## src/tecr_params.svh

```systemverilog
`ifndef TECR_PARAMS_SVH
`define TECR_PARAMS_SVH

// register indexes, byte address is four times the index
`define TECR_IDX_W 10
`define TECR_IDX_ERR 10'h007
`define TECR_IDX_TIMEOUT 10'h008
`define TECR_IDX_CLOCK 10'h009
`define TECR_LANE_OK 2'h0

// reset values
`define TECR_RST_TIMEOUT 8'h19
`define TECR_RST_CLOCK 8'h00

// error status fields
`define TECR_ERR_WEAK_BIT 2
`define TECR_ERR_NONE_BIT 1
`define TECR_ERR_HIGH_BIT 0

// echo timeout config fields
`define TECR_TO_FORCE_BIT 6
`define TECR_TO_BLANK_MSB 5
`define TECR_TO_BLANK_LSB 3
`define TECR_TO_OFF_BIT 2
`define TECR_TO_WIN_MSB 1
`define TECR_TO_WIN_LSB 0

// clock rate config fields
`define TECR_CK_HALVE_BIT 2
`define TECR_CK_AZ_MSB 1
`define TECR_CK_AZ_LSB 0

// period bases in base periods, scaled by two to the code
`define TECR_BLANK_BASE 11'h008
`define TECR_WIN_BASE 11'h080
`define TECR_AZ_BASE 11'h040

// largest echo qualification threshold code
`define TECR_THLD_MAX 3'h7

`endif

```

## src/tecr_pkg.sv

```systemverilog
package tecr_pkg;

  typedef enum logic [1:0] {
    TECR_IDLE,
    TECR_AUTOZERO,
    TECR_BLANK,
    TECR_LISTEN
  } tecr_state_t;

  // echo events from the receive path
  typedef struct packed {
    logic zero_cross;
    logic over_max;
  } tecr_echo_t;

  // measurement sequence status towards the rest of the device
  typedef struct packed {
    logic autozero;
    logic blanking;
    logic listening;
    logic short_flight;
    logic timeout;
    logic abort;
    logic avg_chan_reset;
  } tecr_seq_t;

endpackage : tecr_pkg

```

## src/tecr_regs.sv

```systemverilog
//////////////////////////////////////////////////////////////////////////////
//////////////////////////////////////////////////////////////////////////////
//
// The APB interface to the registers was decided locally.
`timescale 1ns/1ps
`include "tecr_params.svh"
module tecr_regs
  import tecr_pkg::*;
#(
  parameter int CNT_W = 3,
  parameter int TMR_W = 11
)
(
  input logic pclk,
  input logic presetn,
  input logic psel,
  input logic penable,
  input logic pwrite,
  input logic [11:0] paddr,
  input logic [31:0] pwdata,
  output logic [31:0] prdata,
  output logic pready,
  output logic pslverr,
  input logic measure_start,
  input tecr_echo_t echo_in,
  input logic [2:0] echo_threshold_select,
  input logic [CNT_W-1:0] expected_rx_count,
  input logic second_mode,
  output logic error_out_n,
  output logic base_period_tick,
  output tecr_seq_t seq_status
);

//////////////////////////////////////////////////////////////////////////////
// state

  logic short_flight_force;
  logic [2:0] short_flight_blanking;
  logic echo_timeout_off;
  logic [1:0] listening_window_select;
  logic input_clock_halving;
  logic [1:0] receiver_offset_cancel_period;
  logic next_short_flight_force;
  logic [2:0] next_short_flight_blanking;
  logic next_echo_timeout_off;
  logic [1:0] next_listening_window_select;
  logic next_input_clock_halving;
  logic [1:0] next_receiver_offset_cancel_period;

  logic weak_signal_flag;
  logic no_signal_flag;
  logic signal_too_high_flag;
  logic next_weak_signal_flag;
  logic next_no_signal_flag;
  logic next_signal_too_high_flag;
  logic next_error_out_n;

  tecr_state_t state;
  tecr_state_t next_state;
  logic [CNT_W-1:0] rx_count;
  logic [CNT_W-1:0] next_rx_count;
  tecr_seq_t next_seq_status;

  logic [31:0] next_prdata;
  logic next_pready;
  logic next_pslverr;

  logic tick;
  logic timer_done;
  logic timer_restart;
  logic [TMR_W-1:0] timer_limit;
  logic next_base_period_tick;

//////////////////////////////////////////////////////////////////////////////
// bus decode

  logic [`TECR_IDX_W-1:0] idx;
  logic lane_ok;
  logic sel_err;
  logic sel_to;
  logic sel_ck;
  logic mapped;
  logic wr;
  logic clear_all;
  logic abort;
  logic timeout_now;
  logic set_weak;
  logic set_none;
  logic set_high;

  assign idx = paddr[11:2];
  assign lane_ok = (paddr[1:0] == `TECR_LANE_OK);
  assign sel_err = lane_ok & (idx == `TECR_IDX_ERR);
  assign sel_to = lane_ok & (idx == `TECR_IDX_TIMEOUT);
  assign sel_ck = lane_ok & (idx == `TECR_IDX_CLOCK);
  assign mapped = sel_err | sel_to | sel_ck;
  assign wr = psel & penable & pready & pwrite & mapped;
  assign clear_all = wr & sel_err & pwdata[`TECR_ERR_HIGH_BIT];
  assign abort = wr & sel_err & pwdata[`TECR_ERR_NONE_BIT];

//////////////////////////////////////////////////////////////////////////////
// configuration registers

  always_comb begin
    next_short_flight_force = short_flight_force;
    next_short_flight_blanking = short_flight_blanking;
    next_echo_timeout_off = echo_timeout_off;
    next_listening_window_select = listening_window_select;
    next_input_clock_halving = input_clock_halving;
    next_receiver_offset_cancel_period = receiver_offset_cancel_period;
    // reserved bits are not stored
    if (wr & sel_to) begin
      next_short_flight_force = pwdata[`TECR_TO_FORCE_BIT];
      next_short_flight_blanking = pwdata[`TECR_TO_BLANK_MSB:`TECR_TO_BLANK_LSB];
      next_echo_timeout_off = pwdata[`TECR_TO_OFF_BIT];
      next_listening_window_select = pwdata[`TECR_TO_WIN_MSB:`TECR_TO_WIN_LSB];
    end
    if (wr & sel_ck) begin
      next_input_clock_halving = pwdata[`TECR_CK_HALVE_BIT];
      next_receiver_offset_cancel_period = pwdata[`TECR_CK_AZ_MSB:`TECR_CK_AZ_LSB];
    end
  end

  localparam logic [7:0] TO_RST = `TECR_RST_TIMEOUT;
  localparam logic [7:0] CK_RST = `TECR_RST_CLOCK;

  always_ff @(posedge pclk or negedge presetn) begin
    if (!presetn) begin
      short_flight_force <= TO_RST[`TECR_TO_FORCE_BIT];
      short_flight_blanking <= TO_RST[`TECR_TO_BLANK_MSB:`TECR_TO_BLANK_LSB];
      echo_timeout_off <= TO_RST[`TECR_TO_OFF_BIT];
      listening_window_select <= TO_RST[`TECR_TO_WIN_MSB:`TECR_TO_WIN_LSB];
      input_clock_halving <= CK_RST[`TECR_CK_HALVE_BIT];
      receiver_offset_cancel_period <= CK_RST[`TECR_CK_AZ_MSB:`TECR_CK_AZ_LSB];
    end else begin
      short_flight_force <= next_short_flight_force;
      short_flight_blanking <= next_short_flight_blanking;
      echo_timeout_off <= next_echo_timeout_off;
      listening_window_select <= next_listening_window_select;
      input_clock_halving <= next_input_clock_halving;
      receiver_offset_cancel_period <= next_receiver_offset_cancel_period;
    end
  end

//////////////////////////////////////////////////////////////////////////////
// base period and period timer

  tecr_base_tick u_tick (
    .pclk(pclk),
    .presetn(presetn),
    .input_clock_halving(input_clock_halving),
    .tick(tick)
  );

  tecr_period_timer #(.TMR_W(TMR_W)) u_timer (
    .pclk(pclk),
    .presetn(presetn),
    .base_tick(tick),
    .restart(timer_restart),
    .limit(timer_limit),
    .done(timer_done)
  );

  always_comb begin
    timer_limit = '0;
    unique case (state)
      TECR_IDLE: timer_limit = '0;
      TECR_AUTOZERO: timer_limit = TMR_W'(`TECR_AZ_BASE << receiver_offset_cancel_period);
      TECR_BLANK: timer_limit = TMR_W'(`TECR_BLANK_BASE << short_flight_blanking);
      TECR_LISTEN: timer_limit = TMR_W'(`TECR_WIN_BASE << listening_window_select);
    endcase
  end

  assign timer_restart = (next_state != state);
  assign timeout_now = (state == TECR_LISTEN) & timer_done & ~echo_timeout_off;

//////////////////////////////////////////////////////////////////////////////
// measurement sequence

  always_comb begin
    next_state = state;
    unique case (state)
      TECR_IDLE: begin
        if (measure_start) next_state = TECR_AUTOZERO;
      end
      TECR_AUTOZERO: begin
        if (timer_done) next_state = short_flight_force ? TECR_BLANK : TECR_LISTEN;
      end
      TECR_BLANK: begin
        if (timer_done) next_state = TECR_LISTEN;
      end
      TECR_LISTEN: begin
        if (timeout_now) next_state = TECR_IDLE;
        else if (expected_rx_count != '0 && rx_count >= expected_rx_count) next_state = TECR_IDLE;
      end
    endcase
    if (abort) next_state = TECR_IDLE;
  end

  always_comb begin
    next_rx_count = rx_count;
    if (state == TECR_IDLE) begin
      next_rx_count = '0;
    end else if (state == TECR_LISTEN && echo_in.zero_cross && rx_count != '1) begin
      next_rx_count = rx_count + 1'b1;
    end
  end

  always_comb begin
    next_seq_status.autozero = (next_state == TECR_AUTOZERO);
    next_seq_status.blanking = (next_state == TECR_BLANK);
    next_seq_status.listening = (next_state == TECR_LISTEN);
    next_seq_status.short_flight = short_flight_force & (next_state != TECR_IDLE);
    next_seq_status.timeout = timeout_now;
    next_seq_status.abort = abort;
    next_seq_status.avg_chan_reset = abort & second_mode;
  end

  always_ff @(posedge pclk or negedge presetn) begin
    if (!presetn) begin
      state <= TECR_IDLE;
      rx_count <= '0;
      seq_status <= '0;
      base_period_tick <= 1'b0;
    end else begin
      state <= next_state;
      rx_count <= next_rx_count;
      seq_status <= next_seq_status;
      base_period_tick <= next_base_period_tick;
    end
  end

  assign next_base_period_tick = tick;

//////////////////////////////////////////////////////////////////////////////
// error flags, set wins over clear

  assign set_none = timeout_now & (rx_count == '0);
  assign set_weak = timeout_now & (rx_count != '0) & (rx_count < expected_rx_count);
  assign set_high = echo_in.over_max & (echo_threshold_select == `TECR_THLD_MAX);

  always_comb begin
    next_weak_signal_flag = set_weak | (weak_signal_flag & ~clear_all);
    next_no_signal_flag = set_none | (no_signal_flag & ~(clear_all | abort));
    next_signal_too_high_flag = set_high | (signal_too_high_flag & ~clear_all);
    next_error_out_n = ~(next_weak_signal_flag | next_no_signal_flag
                         | next_signal_too_high_flag);
  end

  always_ff @(posedge pclk or negedge presetn) begin
    if (!presetn) begin
      weak_signal_flag <= 1'b0;
      no_signal_flag <= 1'b0;
      signal_too_high_flag <= 1'b0;
      error_out_n <= 1'b1;
    end else begin
      weak_signal_flag <= next_weak_signal_flag;
      no_signal_flag <= next_no_signal_flag;
      signal_too_high_flag <= next_signal_too_high_flag;
      error_out_n <= next_error_out_n;
    end
  end

//////////////////////////////////////////////////////////////////////////////
// apb answer, one wait state

  always_comb begin
    next_pready = psel & penable & ~pready;
    next_pslverr = psel & penable & ~pready & ~mapped;
    next_prdata = '0;
    if (sel_err) begin
      next_prdata[`TECR_ERR_WEAK_BIT] = weak_signal_flag;
      next_prdata[`TECR_ERR_NONE_BIT] = no_signal_flag;
      next_prdata[`TECR_ERR_HIGH_BIT] = signal_too_high_flag;
    end
    if (sel_to) begin
      next_prdata[`TECR_TO_FORCE_BIT] = short_flight_force;
      next_prdata[`TECR_TO_BLANK_MSB:`TECR_TO_BLANK_LSB] = short_flight_blanking;
      next_prdata[`TECR_TO_OFF_BIT] = echo_timeout_off;
      next_prdata[`TECR_TO_WIN_MSB:`TECR_TO_WIN_LSB] = listening_window_select;
    end
    if (sel_ck) begin
      next_prdata[`TECR_CK_HALVE_BIT] = input_clock_halving;
      next_prdata[`TECR_CK_AZ_MSB:`TECR_CK_AZ_LSB] = receiver_offset_cancel_period;
    end
    if (!(psel & penable & ~pready & ~pwrite)) next_prdata = '0;
  end

  always_ff @(posedge pclk or negedge presetn) begin
    if (!presetn) begin
      prdata <= '0;
      pready <= 1'b0;
      pslverr <= 1'b0;
    end else begin
      prdata <= next_prdata;
      pready <= next_pready;
      pslverr <= next_pslverr;
    end
  end
endmodule : tecr_regs

```

## src/tecr_base_tick.sv

```systemverilog
`timescale 1ns/1ps
module tecr_base_tick
  import tecr_pkg::*;
(
  input logic pclk,
  input logic presetn,
  input logic input_clock_halving,
  output logic tick
);

  logic phase;
  logic next_phase;

  always_comb begin
    next_phase = input_clock_halving ? ~phase : 1'b0;
  end

  always_ff @(posedge pclk or negedge presetn) begin
    if (!presetn) begin
      phase <= 1'b0;
    end else begin
      phase <= next_phase;
    end
  end

  // divide by one or two
  assign tick = ~input_clock_halving | phase;

endmodule : tecr_base_tick

```

## src/tecr_period_timer.sv

```systemverilog
`timescale 1ns/1ps
module tecr_period_timer
  import tecr_pkg::*;
#(
  parameter int TMR_W = 11
)
(
  input logic pclk,
  input logic presetn,
  input logic base_tick,
  input logic restart,
  input logic [TMR_W-1:0] limit,
  output logic done
);

  logic [TMR_W-1:0] count;
  logic [TMR_W-1:0] next_count;

  always_comb begin
    next_count = count;
    if (restart) begin
      next_count = '0;
    end else if (base_tick) begin
      next_count = count + 1'b1;
    end
  end

  always_ff @(posedge pclk or negedge presetn) begin
    if (!presetn) begin
      count <= '0;
    end else begin
      count <= next_count;
    end
  end

  // last base period of the programmed length
  assign done = base_tick & (count == limit - 1'b1);

endmodule : tecr_period_timer

```

## config.mk

```make
export PLATFORM = sky130hd
export DESIGN_NAME = tecr_regs
export DESIGN_NICKNAME = d
export VERILOG_FILES = /design/src/tecr_pkg.sv /design/src/tecr_regs.sv /design/src/tecr_base_tick.sv /design/src/tecr_period_timer.sv
export VERILOG_INCLUDE_DIRS = /design/src
export SDC_FILE = /design/constraint.sdc
export NUM_CORES = 1
export LEC_CHECK = 0
export BUFFER_PORTS_ARGS = -buffer_cell sky130_fd_sc_hd__buf_2
export CAP_MARGIN = 20
export CORE_MARGIN = 1.5
export CORE_UTILIZATION = 54
export CTS_CLUSTER_SIZE = 14
export DETAILED_ROUTE_END_ITERATION = 8
export GPL_TIMING_DRIVEN = 1
export PLACE_DENSITY = 0.83
export SLEW_MARGIN = 30
export SYNTH_ARGS = -nofsm -noshare
export SYNTH_HDL_FRONTEND = slang
export SYNTH_SLANG_ARGS = --single-unit
```

## constraint.sdc

```tcl
create_clock -name pclk -period 6.35 [get_ports pclk]
set_clock_uncertainty 0.15 [all_clocks]
set_input_delay 0.9525 -clock pclk [delete_from_list [all_inputs] [get_ports pclk]]
set_output_delay 0.9525 -clock pclk [all_outputs]
set_load 0.005 [all_outputs]
```

==> impl_results.md <==
- Post-route insts no fill: ~400
- 1st-iter DRT viols: roughly 140
- Synth Warn #: 0
- Detail Route Antenna Nets: 0
- GR Overflow Total: 0
- Sequential Power Share: between 40% and 50%
- Area contributors post-synth: dfrtp_1 (38%), buf_4 (7.0%), mux2_2 (4.3%)
- Starting Density: approximately 56%
- Setup TNS Final: 0 ns
- Post-synth EDFFs: 0
- CTS root buf: clkbuf_8
- Footprint of the multi-input gates: 1470 um^2
- Combinational share of power: around a quarter
- Post-layout util: between 60% and 70%
- Final setup vio count: 0
- WL per Instance: between 10 and 15 um
- Top cells by count, synth: dfrtp_1 (44), buf_4 (27), nor2_1 (27)
- CTS tree: built
- Most area-hungry cell type in the Yosys netlist: dfrtp_1
- Share of cells above drive strength 1: around a quarter
- FILL cells: between 400 and 500
- Num CTS Buffers: 5
- Synthesized flop and latch total: between 40 and 50
- Core Rows: 26
- Register area share after synthesis: a little over two fifths
- Post-CTS Setup Bufs: 0
- Final Max Tran Viols: 0
- Global Route Usage Sum: 19.0%
- Crit end category: register
- Core ar.: 5140 um^2
- I/O Pins: about 100
- Clock slew at reported path FFs: 0.09 ns
- CTS hold repair buffers: 0
- Post-CTS sizing: 0
- Area added between synthesis and finish: 9.08%
- Placed cell area: 3040 um^2
- Largest vdd supply drop: about 0.17 mV
- Top_reg_cell synth: dfrtp_1
- Max Cap Viol: 0
- NumNets Final: around 400
- Hold Crit Depth: 1
- Reg2Reg Depth: 10
- CTS Sinks: 48
- Max clock buf depth: 2
- Int Power: around 530 uW
- Leakage: about 1.6 nW
- CP startpoint: state[1]
- Hold_sp: pready
- Final Cycle Share: 59.8%
- Die height: ~76 um
- Worst slew margin: between 40% and 50%
- Critical path launch point type: register
- Via count: ~2100
- Die W: approximately 76 um
- Status: complete, no violations
- Initial antenna violation count: 0
- P_sw: ~250 uW
- Met1 WL: about 2.4 mm
- Fmax: about 260 MHz
- Critical Path RT: around 6.3 ns
- Worst path arrival time: 3.79 ns
- Largest net degree at the start of global routing: slightly below 50
- Crit path kind: reg -> reg
- Top Metal Used: met4
- Number of global-route vias before repair: 2065
- Ant diodes: 0
- Netlist cell types: slightly above 60
- Final Hold Fails: 0
- Drt pass-1 iters: 4
- PwrDens: about 250 nW/um^2
- H-tree Lvls: 2
- Minimum clock period: 3.80 ns
- WL met3: approximately 290 um
- Clock share of power: 24.1%
- Unrepaired setup endpoints after global routing: no
- Synth Cell Area: roughly 2900 um^2
- Post-route DRC: 0
- Clock latency on the worst-skew pair: 0.30 ns
- Met2 wire len: 2.61 mm
- Inst Count DP: a little under 400
- Sw frac: between 30% and 40%
- Overall Power: 776 uW
- PortBufs: 51
- Reg-to-reg startpoint: state[1]
- Hold Crit Class: reg -> reg
- Routed WL: roughly 5.3 mm
- First-pass GRT wire length: ~9 mm
- FF+latch area: roughly 1200 um^2
- Detailed Place HPWL: ~4.0 mm
- Slew @ Worst Pin: between 0.8 and 0.9 ns
- Crit-path max FO: 23
- Mapped Cells: between 200 and 300
- Final instance area: ~3100 um^2
- Area share of the largest cell type after synthesis: between 30% and 40%
- Post-synth ARST share: 100%
- Avg Inst Size Synth: ~10 um^2
- Vias/cell: 5.30
- GP Congestion: roughly 0.84
- Top-count cell post-synth: dfrtp_1
- Die area: roughly 5800 um^2
-- state kept, by name, summed over array words and instances, names as in the netlist --
name,flops
rx_count,3
short_flight_force,1
u_timer.count,11
base_period_tick,1
pready,1
error_out_n,1
pslverr,1
echo_timeout_off,1
weak_signal_flag,1
prdata,7
no_signal_flag,1
input_clock_halving,1
receiver_offset_cancel_period,2
u_tick.phase,1
listening_window_select,2
signal_too_high_flag,1
short_flight_blanking,3
seq_status,7
state,2
-- metal layers --
layer / global-route usage [%] / vias to the layer above
met5: 0 / -
li1: - / 1034
met2: 32.4 / 77
met1: 23.6 / 1016
met4: 6.30 / 0
met3: 4.67 / 10
-- per-stage QoR --
stage	hold slack (ns)	worst slack, ns
after floorplan	0.309	3.34
after global placement	0.329	2.69
after global routing	0.410	2.21
after detailed placement	0.345	2.58
after CTS	0.358	2.55
final	0.359	2.55
-- worst paths after layout --
kind                                              endpoint  slack, ns
worst max-delay path                      u_timer.count[4]       2.55
worst min-delay path                                pready       0.36
worst max register to register            u_timer.count[4]       2.55
worst min register to register                      pready       0.36
max in group asynchronous       listening_window_select[1]       5.15
min in group asynchronous                 u_timer.count[3]       0.51
-- power by group through the flow --
stage	combinational, mW	sequential [mW]	clock (mW)
finish	0.206	0.382	0.187
CTS	0.208	0.381	0.189
global route	0.236	0.387	0.203
detailed placement	0.207	0.387	0
floorplan	0.185	0.369	0
global placement	0.198	0.384	0
-- final cells by class --
type,count,share of cell area [%]
Multi-Input combinational cell,218,46.7
Sequential cell,48,38.4
Timing Repair Buffer,51,8.20
Tap cell,70,2.79
Clock buffer,7,2.75
Inverter,8,0.956
Clock inverter,1,0.239
-- cell families after synthesis --
| kind of cell | after synthesis | share of synthesized area (%) |
|---|---|---|
| AND/OR/NAND/NOR | 111 | 22.2 |
| flip-flops | 48 | 41.9 |
| buffers and inverters | 44 | 10.6 |
| AO/OA/AOI/OAI | 40 | 9.47 |
| XOR/XNOR | 18 | 5.47 |
| multiplexers | 16 | 6.86 |
| adder cells (fa/ha/maj) | 8 | 3.48 |
| other | 1 | 0.130 |
-- critical path: stages (launching register included) --
cell and delay (ns):
dfrtp_1 0.82, nand2b_4 0.14, or4_4 0.45, ha_1 0.25
xnor2_1 0.20, o211ai_1 0.12, a2111o_1 0.38, a21oi_2 0.16
nand2_1 0.15, a21oi_1 0.69, nor2_1 0.13
-- cells in the final DEF, fill, tap and decap left out, types with 4 or more instances in the layout --
master,synthesis,layout
nand4_1,6,6
a21oi_1,6,6
dfrtp_1,44,44
buf_2,1,50
ha_1,8,8
mux2_2,11,11
o21ai_0,11,11
conb_1,1,25
nand3_1,7,7
nor2_1,27,27
nor3_1,6,6
xor2_1,9,9
and2_1,6,6
nor2b_1,6,6
nand2_1,19,19
dfstp_2,4,4
clkbuf_8,1,6
a22o_1,5,5
and3_1,4,4
inv_1,8,8
xnor2_1,9,9
No activity file was read; power rests on OpenSTA's default activity.
